## src/uart_cfg_pkg.sv

```systemverilog
// constants, field positions and shared helpers of the serial control block
package uart_cfg_pkg;

	// ****************************************
	// register map (byte addresses)
	// ****************************************
	localparam logic [4:0]  OFS_CTRL1 = 5'h00;
	localparam logic [4:0]  OFS_CTRL2 = 5'h04;
	localparam logic [4:0]  OFS_BAUD  = 5'h08;
	localparam logic [4:0]  OFS_DATA  = 5'h0C;
	localparam logic [4:0]  OFS_STAT  = 5'h10;

	// control one fields
	localparam int LOOP_BIT = 7;
	localparam int WAIT_BIT = 6;
	localparam int SRC_BIT  = 5;
	localparam int LEN_BIT  = 4;
	localparam int WAKE_BIT = 3;
	localparam int ITYP_BIT = 2;
	localparam int PEN_BIT  = 1;
	localparam int PTY_BIT  = 0;

	// control two fields
	localparam int TXEN_BIT = 0;
	localparam int RXEN_BIT = 1;
	localparam int DIR_BIT  = 2;
	localparam int STBY_BIT = 3;

	// status fields
	localparam int TXFREE_BIT = 0;
	localparam int RXFULL_BIT = 1;
	localparam int PERR_BIT   = 2;
	localparam int FERR_BIT   = 3;
	localparam int OVR_BIT    = 4;
	localparam int IDLE_BIT   = 5;
	localparam int TXBUSY_BIT = 6;

	// ****************************************
	// reset values and counts
	// ****************************************
	localparam logic [7:0]  CTRL1_RST    = 8'h00;
	localparam logic [3:0]  CTRL2_RST    = 4'h0;
	localparam logic [12:0] BAUD_RST     = 13'h0004;
	localparam logic [3:0]  OVS_LAST     = 4'hF;
	localparam logic [3:0]  MID_SAMPLE   = 4'h7;
	localparam logic [3:0]  FRAME_BITS_8 = 4'hA;
	localparam logic [3:0]  FRAME_BITS_9 = 4'hB;
	localparam logic [3:0]  RX_BITS_8    = 4'h9;
	localparam logic [3:0]  RX_BITS_9    = 4'hA;
	localparam logic [8:0]  IDLE_TICKS_8 = 9'h0A0;
	localparam logic [8:0]  IDLE_TICKS_9 = 9'h0B0;

	// parity (xor) of the data bits below the msb, plus the msb when asked
	function automatic logic data_xor(input logic [8:0] d, input logic nine, input logic with_msb);
		logic r;
		r = nine ? ^d[7:0] : ^d[6:0];
		if (with_msb) begin
			r = r ^ (nine ? d[8] : d[7]);
		end
		return r;
	endfunction : data_xor

endpackage : uart_cfg_pkg

```

## src/uart_format_loop_config.sv

```systemverilog
// serial transceiver with format, loop and single-wire control behind avalon-mm
`timescale 1ns/1ps
module uart_format_loop_config (
	input  wire logic        ref_clk,
	input  wire logic        arst_n,
	input  wire logic        clk_en,
	input  wire logic        cpu_wait,
	input  wire logic [4:0]  avs_address,
	input  wire logic        avs_read,
	input  wire logic        avs_write,
	input  wire logic [31:0] avs_writedata,
	output logic      [31:0] avs_readdata,
	output logic             avs_waitrequest,
	input  wire logic        rx_pin,
	output logic             rx_pin_release,
	input  wire logic        tx_pin_in,
	output logic             tx_pin_out,
	output logic             tx_pin_oe
);
	// ****************************************
	// declarations
	// ****************************************
	logic [7:0]  ctrl1_q, ctrl1_d;
	logic [3:0]  ctrl2_q, ctrl2_d;
	logic [12:0] baud_q, baud_d;
	logic [8:0]  tx_buf_q, tx_buf_d;
	logic        tx_full_q, tx_full_d;
	logic [8:0]  rx_buf_q, rx_buf_d;
	logic        rx_full_q, rx_full_d;
	logic        perr_q, perr_d;
	logic        ferr_q, ferr_d;
	logic        ovr_q, ovr_d;
	logic        idle_q, idle_d;
	logic        ack_q, ack_d;
	logic [31:0] rdata_q, rdata_d;
	logic [2:0]  rx_sync_q, rx_sync_d;
	logic [2:0]  tx_sync_q, tx_sync_d;
	logic        rx_lvl_q, rx_lvl_d;
	logic        tx_lvl_q, tx_lvl_d;
	logic [12:0] baud_cnt_q, baud_cnt_d;
	logic [3:0]  bit_sub_q, bit_sub_d;

	logic        loop_sel, src_sel, nine, pen, pty;
	logic        tx_en, rx_en, sw_dir, standby;
	logic        run, tick16, bit_tick;
	logic        req, acc, wr_acc, rd_acc;
	logic        tx_start, tx_busy, tx_serial, rx_source;
	logic        rx_valid, rx_stop_bad, rx_idle, rx_take, rx_msb;
	logic [8:0]  rx_char, tx_word;
	logic [31:0] rd_mux;

	// ****************************************
	// field decode
	// ****************************************
	assign loop_sel = ctrl1_q[uart_cfg_pkg::LOOP_BIT];
	assign src_sel  = ctrl1_q[uart_cfg_pkg::SRC_BIT];
	assign nine     = ctrl1_q[uart_cfg_pkg::LEN_BIT];
	assign pen      = ctrl1_q[uart_cfg_pkg::PEN_BIT];
	assign pty      = ctrl1_q[uart_cfg_pkg::PTY_BIT];
	assign tx_en    = ctrl2_q[uart_cfg_pkg::TXEN_BIT];
	assign rx_en    = ctrl2_q[uart_cfg_pkg::RXEN_BIT];
	assign sw_dir   = ctrl2_q[uart_cfg_pkg::DIR_BIT];
	assign standby  = ctrl2_q[uart_cfg_pkg::STBY_BIT];

	// serial logic stops in cpu wait only when asked; registers stay reachable
	assign run = clk_en & ~(cpu_wait & ctrl1_q[uart_cfg_pkg::WAIT_BIT]);

	// ****************************************
	// pin synchronisers and baud timing
	// ****************************************
	// a pin level is accepted only once the last two stages agree
	always_comb begin
		rx_sync_d  = {rx_sync_q[1:0], rx_pin};
		tx_sync_d  = {tx_sync_q[1:0], tx_pin_in};
		rx_lvl_d   = (rx_sync_q[1] == rx_sync_q[2]) ? rx_sync_q[2] : rx_lvl_q;
		tx_lvl_d   = (tx_sync_q[1] == tx_sync_q[2]) ? tx_sync_q[2] : tx_lvl_q;
		baud_cnt_d = baud_cnt_q;
		bit_sub_d  = bit_sub_q;
		tick16     = 1'b0;
		bit_tick   = 1'b0;
		if (run) begin
			if (baud_q == 13'h0000) begin
				baud_cnt_d = 13'h0000; // divisor zero parks the generator
			end else if (baud_cnt_q >= baud_q - 13'h0001) begin
				baud_cnt_d = 13'h0000;
				tick16 = 1'b1;
			end else begin
				baud_cnt_d = baud_cnt_q + 13'h0001;
			end
			if (tick16) begin
				bit_sub_d = bit_sub_q + 4'h1;
				bit_tick = (bit_sub_q == uart_cfg_pkg::OVS_LAST);
			end
		end
	end

	always_ff @(posedge ref_clk or negedge arst_n) begin
		if (!arst_n) begin
			rx_sync_q  <= 3'h7;
			tx_sync_q  <= 3'h7;
			rx_lvl_q   <= 1'b1;
			tx_lvl_q   <= 1'b1;
			baud_cnt_q <= 13'h0000;
			bit_sub_q  <= 4'h0;
		end else if (clk_en) begin
			rx_sync_q  <= rx_sync_d;
			tx_sync_q  <= tx_sync_d;
			rx_lvl_q   <= rx_lvl_d;
			tx_lvl_q   <= tx_lvl_d;
			baud_cnt_q <= baud_cnt_d;
			bit_sub_q  <= bit_sub_d;
		end
	end

	// ****************************************
	// line routing
	// ****************************************
	// loop off: separate pins, source bit ignored; loop on: internal or one wire
	always_comb begin
		rx_source = rx_lvl_q;
		tx_pin_out = tx_serial;
		tx_pin_oe = tx_en | tx_busy;
		if (loop_sel) begin
			if (!src_sel) begin
				rx_source = tx_serial;
			end else begin
				tx_pin_oe = (tx_en | tx_busy) & sw_dir;
				rx_source = sw_dir ? tx_serial : tx_lvl_q;
			end
		end
	end

	// receive pin goes back to general i/o in loop modes even with receiver on
	assign rx_pin_release = loop_sel | ~rx_en;

	// ****************************************
	// transmitter and receiver
	// ****************************************
	// parity replaces the msb; the ones count then matches the selected type
	always_comb begin
		tx_word = tx_buf_q;
		if (pen) begin
			if (nine) begin
				tx_word[8] = uart_cfg_pkg::data_xor(tx_buf_q, 1'b1, 1'b0) ^ pty;
			end else begin
				tx_word[7] = uart_cfg_pkg::data_xor(tx_buf_q, 1'b0, 1'b0) ^ pty;
				tx_word[8] = 1'b0;
			end
		end
	end

	// the shifter starts on a bit boundary so every bit lasts sixteen ticks
	assign tx_start = tx_full_q & tx_en & ~tx_busy & bit_tick;

	uart_tx_frame u_tx (
		.ref_clk (ref_clk),
		.arst_n  (arst_n),
		.run     (run),
		.bit_tick(bit_tick),
		.start   (tx_start),
		.data    (tx_word),
		.nine    (nine),
		.busy    (tx_busy),
		.serial  (tx_serial)
	);

	uart_rx_frame u_rx (
		.ref_clk        (ref_clk),
		.arst_n         (arst_n),
		.run            (run),
		.tick16         (tick16),
		.rx_in          (rx_source),
		.nine           (nine),
		.idle_after_stop(ctrl1_q[uart_cfg_pkg::ITYP_BIT]),
		.char_valid     (rx_valid),
		.char_data      (rx_char),
		.stop_bad       (rx_stop_bad),
		.idle_pulse     (rx_idle)
	);

	// standby drops characters unless an address mark wakes the receiver
	assign rx_msb  = nine ? rx_char[8] : rx_char[7];
	assign rx_take = run & rx_valid & rx_en
		& (~standby | (ctrl1_q[uart_cfg_pkg::WAKE_BIT] & rx_msb));

	// ****************************************
	// avalon-mm slave
	// ****************************************
	// one wait cycle: readdata is registered before waitrequest drops
	assign req = avs_read | avs_write;
	assign acc = req & ack_q;
	assign wr_acc = acc & avs_write;
	assign rd_acc = acc & avs_read;
	assign avs_waitrequest = req & ~ack_q;
	assign avs_readdata = rdata_q;

	always_comb begin
		rd_mux = 32'h0000_0000;
		unique case (avs_address)
			uart_cfg_pkg::OFS_CTRL1: rd_mux[7:0] = ctrl1_q;
			uart_cfg_pkg::OFS_CTRL2: rd_mux[3:0] = ctrl2_q;
			uart_cfg_pkg::OFS_BAUD:  rd_mux[12:0] = baud_q;
			uart_cfg_pkg::OFS_DATA:  rd_mux[8:0] = rx_buf_q;
			uart_cfg_pkg::OFS_STAT: begin
				rd_mux[uart_cfg_pkg::TXFREE_BIT] = ~tx_full_q;
				rd_mux[uart_cfg_pkg::RXFULL_BIT] = rx_full_q;
				rd_mux[uart_cfg_pkg::PERR_BIT]   = perr_q;
				rd_mux[uart_cfg_pkg::FERR_BIT]   = ferr_q;
				rd_mux[uart_cfg_pkg::OVR_BIT]    = ovr_q;
				rd_mux[uart_cfg_pkg::IDLE_BIT]   = idle_q;
				rd_mux[uart_cfg_pkg::TXBUSY_BIT] = tx_busy;
			end
			default: rd_mux = 32'h0000_0000; // unmapped reads as zero
		endcase
	end

	// ****************************************
	// register file and flags
	// ****************************************
	// hardware clears happen first so a new event or a register write wins; a data write in a tx_start cycle is still dropped
	always_comb begin
		ctrl1_d = ctrl1_q;
		ctrl2_d = ctrl2_q;
		baud_d = baud_q;
		tx_buf_d = tx_buf_q;
		tx_full_d = tx_full_q;
		rx_buf_d = rx_buf_q;
		rx_full_d = rx_full_q;
		perr_d = perr_q;
		ferr_d = ferr_q;
		ovr_d = ovr_q;
		idle_d = idle_q;
		ack_d = req & ~ack_q;
		rdata_d = (req & ~ack_q) ? rd_mux : rdata_q;
		if (tx_start) begin
			tx_full_d = 1'b0;
		end
		if (rd_acc && avs_address == uart_cfg_pkg::OFS_DATA) begin
			rx_full_d = 1'b0;
		end
		if (run && rx_idle && standby && !ctrl1_q[uart_cfg_pkg::WAKE_BIT]) begin
			ctrl2_d[uart_cfg_pkg::STBY_BIT] = 1'b0;
		end
		if (rx_take && standby) begin
			ctrl2_d[uart_cfg_pkg::STBY_BIT] = 1'b0;
		end
		if (wr_acc) begin
			unique case (avs_address)
				uart_cfg_pkg::OFS_CTRL1: ctrl1_d = avs_writedata[7:0];
				uart_cfg_pkg::OFS_CTRL2: ctrl2_d = avs_writedata[3:0];
				uart_cfg_pkg::OFS_BAUD:  baud_d = avs_writedata[12:0];
				uart_cfg_pkg::OFS_DATA: begin
					if (!tx_full_q) begin // a full holding register drops the write
						tx_buf_d = avs_writedata[8:0];
						tx_full_d = 1'b1;
					end
				end
				uart_cfg_pkg::OFS_STAT: begin
					perr_d = perr_q & ~avs_writedata[uart_cfg_pkg::PERR_BIT];
					ferr_d = ferr_q & ~avs_writedata[uart_cfg_pkg::FERR_BIT];
					ovr_d  = ovr_q & ~avs_writedata[uart_cfg_pkg::OVR_BIT];
					idle_d = idle_q & ~avs_writedata[uart_cfg_pkg::IDLE_BIT];
				end
				default: ;
			endcase
		end
		if (rx_take) begin
			if (rx_full_d) begin
				ovr_d = 1'b1; // unread character is kept, new one lost
			end else begin
				rx_buf_d = rx_char;
				rx_full_d = 1'b1;
			end
			if (pen && (uart_cfg_pkg::data_xor(rx_char, nine, 1'b1) != pty)) begin
				perr_d = 1'b1;
			end
			if (rx_stop_bad) begin
				ferr_d = 1'b1;
			end
		end
		if (run && rx_idle && rx_en) begin
			idle_d = 1'b1;
		end
	end

	always_ff @(posedge ref_clk or negedge arst_n) begin
		if (!arst_n) begin
			ctrl1_q <= uart_cfg_pkg::CTRL1_RST;
			ctrl2_q <= uart_cfg_pkg::CTRL2_RST;
			baud_q <= uart_cfg_pkg::BAUD_RST;
			tx_buf_q <= 9'h000;
			tx_full_q <= 1'b0;
			rx_buf_q <= 9'h000;
			rx_full_q <= 1'b0;
			perr_q <= 1'b0;
			ferr_q <= 1'b0;
			ovr_q <= 1'b0;
			idle_q <= 1'b0;
			ack_q <= 1'b0;
			rdata_q <= 32'h0000_0000;
		end else if (clk_en) begin
			ctrl1_q <= ctrl1_d;
			ctrl2_q <= ctrl2_d;
			baud_q <= baud_d;
			tx_buf_q <= tx_buf_d;
			tx_full_q <= tx_full_d;
			rx_buf_q <= rx_buf_d;
			rx_full_q <= rx_full_d;
			perr_q <= perr_d;
			ferr_q <= ferr_d;
			ovr_q <= ovr_d;
			idle_q <= idle_d;
			ack_q <= ack_d;
			rdata_q <= rdata_d;
		end
	end
endmodule : uart_format_loop_config

```

## src/uart_rx_frame.sv

```systemverilog
// receive shifter with mid-bit sampling and idle-line detection
`timescale 1ns/1ps
module uart_rx_frame (
	input  wire logic       ref_clk,
	input  wire logic       arst_n,
	input  wire logic       run,
	input  wire logic       tick16,
	input  wire logic       rx_in,
	input  wire logic       nine,
	input  wire logic       idle_after_stop,
	output logic            char_valid,
	output logic [8:0]      char_data,
	output logic            stop_bad,
	output logic            idle_pulse
);
	typedef enum logic {RX_WAIT, RX_RUN} rx_state_t;

	rx_state_t  st_q, st_d;
	logic [3:0] sub_q, sub_d;
	logic [3:0] bitn_q, bitn_d;
	logic [9:0] sh_q, sh_d;
	logic [8:0] idle_q, idle_d;
	logic       idle_done_q, idle_done_d;
	logic       last;

	// frame capture; sampling lands mid bit, sixteen ticks apart
	always_comb begin
		st_d = st_q;
		sub_d = sub_q;
		bitn_d = bitn_q;
		sh_d = sh_q;
		char_valid = 1'b0;
		last = (bitn_q == ((nine ? uart_cfg_pkg::RX_BITS_9 : uart_cfg_pkg::RX_BITS_8) - 4'h1));
		unique case (st_q)
			RX_WAIT: begin
				if (tick16) begin
					sub_d = rx_in ? 4'h0 : sub_q + 4'h1;
					if (!rx_in && sub_q == uart_cfg_pkg::MID_SAMPLE) begin
						st_d = RX_RUN;
						sub_d = 4'h0;
						bitn_d = 4'h0;
					end
				end
			end
			RX_RUN: begin
				if (tick16) begin
					sub_d = sub_q + 4'h1;
					if (sub_q == uart_cfg_pkg::OVS_LAST) begin
						sh_d = {rx_in, sh_q[9:1]};
						bitn_d = bitn_q + 4'h1;
						if (last) begin
							char_valid = 1'b1;
							st_d = RX_WAIT;
							sub_d = 4'h0;
						end
					end
				end
			end
		endcase
		char_data = nine ? sh_d[8:0] : {1'b0, sh_d[8:1]};
		stop_bad = ~sh_d[9];
	end

	// idle count: high ticks, sixteen per bit time; type one holds it clear until after stop
	always_comb begin
		idle_d = idle_q;
		idle_done_d = idle_done_q;
		idle_pulse = 1'b0;
		if (!rx_in || (idle_after_stop && st_q == RX_RUN)) begin
			idle_d = 9'h000;
			idle_done_d = rx_in & idle_done_q;
		end else if (tick16 && !idle_done_q) begin
			idle_d = idle_q + 9'h001;
			if (idle_d == (nine ? uart_cfg_pkg::IDLE_TICKS_9 : uart_cfg_pkg::IDLE_TICKS_8)) begin
				idle_pulse = 1'b1;
				idle_done_d = 1'b1;
			end
		end
	end

	always_ff @(posedge ref_clk or negedge arst_n) begin
		if (!arst_n) begin
			st_q <= RX_WAIT;
			sub_q <= 4'h0;
			bitn_q <= 4'h0;
			sh_q <= 10'h000;
			idle_q <= 9'h000;
			idle_done_q <= 1'b0;
		end else if (run) begin
			st_q <= st_d;
			sub_q <= sub_d;
			bitn_q <= bitn_d;
			sh_q <= sh_d;
			idle_q <= idle_d;
			idle_done_q <= idle_done_d;
		end
	end
endmodule : uart_rx_frame

```

## src/uart_tx_frame.sv

```systemverilog
// transmit shifter: start bit, 8 or 9 data bits lsb first, stop bit
`timescale 1ns/1ps
module uart_tx_frame (
	input  wire logic       ref_clk,
	input  wire logic       arst_n,
	input  wire logic       run,
	input  wire logic       bit_tick,
	input  wire logic       start,
	input  wire logic [8:0] data,
	input  wire logic       nine,
	output logic            busy,
	output logic            serial
);
	typedef enum logic {TX_IDLE, TX_SHIFT} tx_state_t;

	tx_state_t   st_q, st_d;
	logic [10:0] sh_q, sh_d;
	logic [3:0]  cnt_q, cnt_d;

	// load a whole frame, then shift one bit per bit time
	always_comb begin
		st_d  = st_q;
		sh_d  = sh_q;
		cnt_d = cnt_q;
		unique case (st_q)
			TX_IDLE: begin
				if (start) begin
					sh_d  = nine ? {1'b1, data, 1'b0} : {2'b11, data[7:0], 1'b0};
					cnt_d = nine ? uart_cfg_pkg::FRAME_BITS_9 : uart_cfg_pkg::FRAME_BITS_8;
					st_d  = TX_SHIFT;
				end
			end
			TX_SHIFT: begin
				if (bit_tick) begin
					sh_d  = {1'b1, sh_q[10:1]};
					cnt_d = cnt_q - 4'h1;
					if (cnt_q == 4'h1) begin
						st_d = TX_IDLE;
					end
				end
			end
		endcase
	end

	always_ff @(posedge ref_clk or negedge arst_n) begin
		if (!arst_n) begin
			st_q  <= TX_IDLE;
			sh_q  <= 11'h7FF;
			cnt_q <= 4'h0;
		end else if (run) begin
			st_q  <= st_d;
			sh_q  <= sh_d;
			cnt_q <= cnt_d;
		end
	end

	assign busy   = (st_q == TX_SHIFT);
	assign serial = (st_q == TX_SHIFT) ? sh_q[0] : 1'b1; // line idles high
endmodule : uart_tx_frame
```

## config.mk

```make
export PLATFORM = sky130hd
export DESIGN_NAME = uart_format_loop_config
export DESIGN_NICKNAME = d
export VERILOG_FILES = /design/src/uart_cfg_pkg.sv /design/src/uart_format_loop_config.sv /design/src/uart_rx_frame.sv /design/src/uart_tx_frame.sv
export SDC_FILE = /design/constraint.sdc
export NUM_CORES = 1
export LEC_CHECK = 0
export BUFFER_PORTS_ARGS = -buffer_cell sky130_fd_sc_hd__buf_2
export CAP_MARGIN = 20
export CORE_MARGIN = 4
export CORE_UTILIZATION = 60
export CTS_CLUSTER_DIAMETER = 50
export CTS_CLUSTER_SIZE = 40
export DETAILED_ROUTE_END_ITERATION = 7
export HOLD_SLACK_MARGIN = 0.08
export PLACE_DENSITY = 0.81
export SKIP_LAST_GASP = 1
export SYNTH_ARGS = -nofsm -noshare
export SYNTH_HDL_FRONTEND = slang
export SYNTH_SLANG_ARGS = --single-unit
```

## constraint.sdc

```tcl
create_clock -name ref_clk -period 6.78 [get_ports ref_clk]
set_input_delay 2.034 -clock ref_clk [delete_from_list [all_inputs] [get_ports ref_clk]]
set_output_delay 2.034 -clock ref_clk [all_outputs]
set_load 0.02 [all_outputs]
```

==> flow_metrics.env, run 1 <==
export IMPL_synthTopCellsByCount="dfrtp_1, nand2_1, o21ai_0"
export IMPL_die_area_um2=13800
export IMPL_relSlewSlack=0.333
export IMPL_worstSetupPathType="reg -> reg"
export IMPL_crit_reg2reg_launch="baud_q[4]"
export IMPL_cts_repair_resized=0
export IMPL_p_seq_frac=0.400
export IMPL_worstPathArrival_ns=5.41
export IMPL_cp_start_kind="register"
export IMPL_min_to="avs_readdata[8]"
export IMPL_placed_area_um2=7460
export IMPL_period_share=0.753
export IMPL_final_net_count=821
export IMPL_p_sw_w=0.000681
export IMPL_power_frac_clock=0.426
export IMPL_dr_pass1_iters=8
export IMPL_grt_max_degree=84
export IMPL_yosysMostFrequentCell="dfrtp_1"
export IMPL_max_freq_mhz=196
export IMPL_r2r_cells=13
export IMPL_stdcell_count=911
export IMPL_r2r_end="rx_buf_q[6]"
export IMPL_avgSynthCellArea_um2=10.1
export IMPL_wl_per_cell_um=18.3
export IMPL_rsz0062_at_grt="false"
export IMPL_diodes=0
export IMPL_period_needed_ns=5.11
export IMPL_synth_edf_count=0
export IMPL_synthArstFlopShare=1.00
export IMPL_grt_pass1_wl_mm=27.4
export IMPL_finalSetupViolations=0
export IMPL_die_w_um=118
export IMPL_power_leakage_nw=3.89
export IMPL_first_iter_violations=513
export IMPL_clock_sinks=132
export IMPL_num_vias=5586
export IMPL_finalMaxSlewViolations=0
export IMPL_io_buffers=42
export IMPL_cts_htree_levels=4
export IMPL_die_h_um=118
export IMPL_syn_area_um2=7200
export IMPL_dp_hpwl_mm=11.6
export IMPL_grt_ovfl_total=0
export IMPL_min_from="avs_readdata[8]"
export IMPL_hold_viol_final=0
export IMPL_crit_fanout=17
export IMPL_hold_buffers=0
export IMPL_status="completed"
export IMPL_synth_cell_type_count=68
export IMPL_setup_tns_ns=0
export IMPL_yosysTopAreaCell="dfrtp_1"
export IMPL_yosysWarningCount=0
export IMPL_p_int_w=0.00168
export IMPL_drc=0
export IMPL_areaGrowthSynthToFinish_pct=13.0
export IMPL_cts_tree="done"
export IMPL_power_density_nw_per_um2=290
export IMPL_postCtsSetupBuffers=0
export IMPL_ios=81
export IMPL_hp_class="reg -> reg"
export IMPL_grt_antenna_before_repair=0
export IMPL_final_area_um2=8140
export IMPL_wirelength_mm=16.6
export IMPL_crit_required_ns=7.09
export IMPL_synth_seq_area_share=0.462
export IMPL_p_comb_frac=0.173
export IMPL_grt_pass1_vias=5470
export IMPL_rows=39
export IMPL_end_kind="register"
export IMPL_numCtsBuffers=17
export IMPL_drive_gt1_frac=0.202
export IMPL_swShare=0.288
export IMPL_clk_pin_slew_worst_paths_ns=0.06
export IMPL_synthCells=715
export IMPL_yosys_top_cells_area="dfrtp_1, dfstp_2, mux2i_1, o21ai_0, nand2_1"
export IMPL_irDropWorstVdd_mv=0.239
export IMPL_synth_seq_cells=132
export IMPL_reg2reg_setup_slack_ns=1.67
export IMPL_clock_latency_ns=0.43
export IMPL_core_um2=11600
export IMPL_initial_core_util=0.623
export IMPL_drtAntennaViolNets=0
export IMPL_synth_top_area_share=0.392
export IMPL_placed_cells=878
export IMPL_fin_worst_skew_ns=0.0103
export IMPL_vias_per_cell=6.13
export IMPL_cts_root_buf="clkbuf_16"
export IMPL_whs_path_depth=2
export IMPL_gp_congestion=0.844
export IMPL_tightest_slew_ns=0.995
export IMPL_maxCapViolCount=0
export IMPL_synth_ff_type="dfrtp_1"
export IMPL_grt_total_usage=0.248
export IMPL_clockBufferDepth=2
## metrics by stage
stage                     setup WS (ns)  total power [W]  hold WS [ns]  utilization
after floorplan                    2.38          0.00125         0.438            -
after global placement             2.05          0.00133         0.454        0.645
after detailed placement           1.77          0.00136         0.465        0.645
after CTS                          1.72          0.00237         0.479        0.701
after global routing               1.43          0.00247         0.496        0.704
final                              1.67          0.00236         0.477        0.704
## cell type report
class / count / area (um2)
Clock buffer: 19 / 443
Tap cell: 143 / 179
Fill cell: 792 / 3430
Timing Repair Buffer: 48 / 278
Inverter: 27 / 101
Clock inverter: 13 / 206
Multi-Input combinational cell: 529 / 3600
Sequential cell: 132 / 3330
## per-layer routing
metal  part of all wire  routed length (um)  track usage  up-vias
li1                   -                   -            -     2585
met1               0.43                7090        0.326     2725
met2               0.48                7950        0.395      226
met3              0.069                1150       0.0644       50
met4              0.027                 442       0.0974        0
met5                  0                   0            0        -
## critical path: stages, from the launching register on
cell and delay (ns):
dfrtp_1 0.45, nor4_2 0.41, nor4b_1 0.50, nand2b_1 0.15, nor4_1 0.29, xnor2_1 0.14, ha_1 0.34, nand4_2 0.16
o41ai_4 0.66, nand3_4 0.39, mux2i_2 0.46, and4b_4 0.27, o21ai_4 0.41, mux2_4 0.35
## cell usage in the layout (no fill, tap or decap), types with 3 or more instances in the layout
master and instances:
a21o_1 4, a21oi_1 31, a221oi_1 6, a22o_1 5, a32o_1 3, and2_1 3, and3_1 11, buf_2 41
buf_4 6, bufinv_16 5, clkbuf_16 17, clkinvlp_4 5, conb_1 19, dfrtp_1 113, dfstp_2 19, ha_1 21
inv_1 27, mux2_2 31, mux2_4 9, mux2i_1 36, nand2_1 93, nand2b_1 5, nand3_1 18, nand3b_1 3
nand4_1 7, nor2_1 39, nor2b_1 9, nor3_1 9, nor3_2 4, o21ai_0 70, o22ai_1 3, o31ai_1 9
or3_1 4, xnor2_1 25, xor2_1 9
## power by group through the flow
stage	combinational [W]	clock, W	sequential (W)
finish	0.000410	0.00101	0.000946
global route	0.000458	0.00105	0.000957
CTS	0.000406	0.00102	0.000944
detailed placement	0.000399	0	0.000958
global placement	0.000377	0	0.000952
floorplan	0.000312	0	0.000935
## worst max-delay path by stage
stage / start / depth (start not counted) / endpoint / slack [ns]
floorplan: avs_write / 2 / avs_waitrequest / 2.38
global placement: baud_q[5] / 13 / rx_buf_q[4] / 2.05
detailed placement: baud_q[4] / 13 / rx_buf_q[2] / 1.77
CTS: baud_q[4] / 13 / rx_buf_q[6] / 1.72
global route: baud_q[4] / 13 / rx_buf_q[6] / 1.43
finish: baud_q[4] / 13 / rx_buf_q[6] / 1.67
## registers in the layout (all words and copies together) (netlist names), 3 cells and up
| name | flops |
|---|---|
| avs_readdata | 13 |
| baud_cnt_q | 13 |
| baud_q | 13 |
| u_rx.sh_q | 10 |
| u_tx.sh_q | 10 |
| rx_buf_q | 9 |
| tx_buf_q | 9 |
| u_rx.idle_q | 9 |
| ctrl1_q | 8 |
| bit_sub_q | 4 |
| ctrl2_q | 4 |
| u_rx.bitn_q | 4 |
| u_rx.sub_q | 4 |
| u_tx.cnt_q | 4 |
| rx_sync_q | 3 |
| tx_sync_q | 3 |
## logic make-up (layout without fill, tap and decap cells)
kind of cell,Yosys count,count (layout),share of synthesized area
other,1,19,0.000521
buffers and inverters,72,107,0.0481
XOR/XNOR,36,36,0.0476
adder cells (fa/ha/maj),21,21,0.0365
flip-flops,132,132,0.462
multiplexers,78,78,0.122
AND/OR/NAND/NOR,227,227,0.157
AO/OA/AOI/OAI,148,148,0.126
Note: power is estimated with default switching activity, not from simulation.
==> run 2, diff against run 1 <==
--- a/config.mk
+++ b/config.mk
@@ -8,12 +8,12 @@
 export BUFFER_PORTS_ARGS = -buffer_cell sky130_fd_sc_hd__buf_2
 export CAP_MARGIN = 20
 export CORE_MARGIN = 4
-export CORE_UTILIZATION = 60
+export CORE_UTILIZATION = 59
 export CTS_CLUSTER_DIAMETER = 50
 export CTS_CLUSTER_SIZE = 40
 export DETAILED_ROUTE_END_ITERATION = 7
 export HOLD_SLACK_MARGIN = 0.08
-export PLACE_DENSITY = 0.81
+export PLACE_DENSITY = 0.8
 export SKIP_LAST_GASP = 1
 export SYNTH_ARGS = -nofsm -noshare
 export SYNTH_HDL_FRONTEND = slang
==> constraint.sdc (replaced) <==
create_clock -name ref_clk -period 5.2 [get_ports ref_clk]
set_input_delay 1.56 -clock ref_clk [delete_from_list [all_inputs] [get_ports ref_clk]]
set_output_delay 1.56 -clock ref_clk [all_outputs]
set_load 0.02 [all_outputs]
==> run 2 against run 1 <==
Sequential power rose by 31%. Worst hold slack got worse by 0.0086 ns. Largest cell class unchanged. Largest power group is now sequential cells. Non-clock buffer count rose by 2. Die area rose by 1.6%. Sequential share of layout area rose by 0.61 points. Clock power rose by 6%. Maximum frequency rose by 6.5%. First-iteration DRC count fell by 5.7%.
==> flow_metrics.env, run 2 (same netlist as run 1, synthesis figures left out) <==
export IMPL_r2r_end="rx_buf_q[4]"
export IMPL_clk_pin_slew_worst_paths_ns=0.06
export IMPL_holdWs_ns=0.468
export IMPL_finalMaxSlewViolations=0
export IMPL_hold_viol_final=0
export IMPL_postCtsSetupBuffers=0
export IMPL_areaGrowthSynthToFinish_pct=11.3
export IMPL_relSlewSlack=0.387
export IMPL_wl_per_cell_um=18.1
export IMPL_drtAntennaViolNets=0
export IMPL_drive_gt1_frac=0.203
export IMPL_crit_required_ns=5.50
export IMPL_crit_start="baud_q[5]"
export IMPL_rsz0062_at_grt="false"
export IMPL_path_cells="nor4_2, nor4b_1, nand2b_1, nor4_1, xnor2_1, ha_1, nand4_2, o41ai_4, nand3_4, mux2i_2, and4b_4, o21ai_4, mux2_4"
export IMPL_worstSetupPathType="reg -> reg"
export IMPL_final_cell_mix="dfrtp_1, nand2_1, o21ai_0"
export IMPL_cp_slowest_cell="nor4b_1"
export IMPL_stdcell_count=916
export IMPL_gp_congestion=0.919
export IMPL_status="completed"
export IMPL_final_net_count=823
export IMPL_die_h_um=119
export IMPL_dp_hpwl_mm=12.0
export IMPL_clock_sinks=132
export IMPL_hp_class="reg -> reg"
export IMPL_drc=0
export IMPL_crit_path_end="rx_buf_q[4]"
export IMPL_placed_cells=885
export IMPL_core_um2=12000
export IMPL_die_area_um2=14000
export IMPL_period_share=0.923
export IMPL_finalPower_w=0.00286
export IMPL_max_stage_delay_ns=0.55
export IMPL_die_w_um=119
export IMPL_power_leakage_nw=3.85
export IMPL_grt_antenna_before_repair=0
export IMPL_cts_root_buf="clkbuf_16"
export IMPL_layout_setup_ws_ns=0.403
export IMPL_grt_total_usage=0.243
export IMPL_diodes=0
export IMPL_clockBufferDepth=2
export IMPL_vias_per_cell=6.00
export IMPL_final_common_cell="dfrtp_1"
export IMPL_maxCapViolCount=0
export IMPL_reg2reg_setup_slack_ns=0.40
export IMPL_cts_repair_resized=0
export IMPL_clock_latency_ns=0.42
export IMPL_hold_buffers=0
export IMPL_first_iter_violations=484
export IMPL_n_fill_cell=913
export IMPL_pre_cts_ws_ns=0.475
export IMPL_cts_htree_levels=4
export IMPL_wirelength_mm=16.6
export IMPL_ios=81
export IMPL_grt_max_degree=72
export IMPL_irDropWorstVdd_mv=0.348
export IMPL_grt_pass1_wl_mm=27.1
export IMPL_numCtsBuffers=17
export IMPL_grt_ovfl_total=0
export IMPL_io_buffers=42
export IMPL_fin_worst_skew_ns=0.00815
export IMPL_crit_reg2reg_launch="baud_q[5]"
export IMPL_initial_core_util=0.602
export IMPL_dr_pass1_iters=7
export IMPL_num_vias=5500
export IMPL_setup_tns_ns=0
export IMPL_power_density_nw_per_um2=357
export IMPL_grt_pass1_vias=5449
export IMPL_end_kind="register"
export IMPL_period_needed_ns=4.80
export IMPL_worstPathArrival_ns=5.10
export IMPL_r2r_cells=13
export IMPL_cts_tree="done"
export IMPL_cp_start_kind="register"
export IMPL_crit_fanout=17
export IMPL_tightest_slew_ns=0.920
export IMPL_finalSetupViolations=0
export IMPL_rows=40
export IMPL_max_freq_mhz=208
-- run 2: cell types whose count changed in the layout (fill, tap and decap cells not counted) --
cell	previous run	this run
bufinv_16	5	0
clkinv_2	2	7
clkbuf_8	1	3
clkinvlp_4	5	2
buf_16	1	0
buf_4	6	9
-- run 2: worst min-delay path by stage --
stage	start	endpoint	slack (ns)	cells after the start
3_3_place_gp	bit_sub_q[3]	bit_sub_q[3]	0.45	1
2_1_floorplan	bit_sub_q[3]	bit_sub_q[3]	0.44	1
4_1_cts	bit_sub_q[3]	bit_sub_q[3]	0.47	1
5_1_grt	bit_sub_q[3]	bit_sub_q[3]	0.51	1
6_report	bit_sub_q[3]	bit_sub_q[3]	0.47	1
3_5_place_dp	bit_sub_q[3]	bit_sub_q[3]	0.46	1
-- run 2: per-stage QoR --
stage / utilization / area (um2)
CTS: 0.670 / 8020
detailed placement: 0.626 / 7490
floorplan: - / 7270
global route: 0.670 / 8020
global placement: 0.626 / 7490
finish: 0.670 / 8020
-- run 2: power by group --
group | total [W] | leakage (nW) | internal, W | switching [W]
logic | 0.000546 | 1.87 | 0.000213 | 0.000334
registers | 0.00124 | 1.72 | 0.00113 | 0.000114
clock network | 0.00107 | 0.264 | 0.000637 | 0.000433
-- run 2: critical path: cells and delay by family, from the launching register on --
kind	cells	cell delay, ns
fa+ha+maj	1	0.33
flops	1	0.43
xor+xnor	1	0.14
mux	2	0.70
simple gates	7	2.17
compound gates	2	0.90
-- run 2: per-layer routing --
layer  up-vias  track usage  wire length (um)
met5         -            0                 0
met4         0       0.0862               349
met3        28       0.0589              1020
met2       206        0.388              8030
met1      2687        0.327              7200
li1       2579            -                 -
-- run 2: area by class of cell --
| type | instances | area, um2 | area share |
|---|---|---|---|
| sequential | 132 | 3330 | 0.415 |
| inverter | 27 | 101 | 0.0126 |
| multi-input combinational | 529 | 3600 | 0.449 |
| clock inverter | 10 | 58.8 | 0.00733 |
| tap | 147 | 184 | 0.0229 |
| timing repair buffer | 50 | 273 | 0.0340 |
| clock buffer | 21 | 470 | 0.0587 |
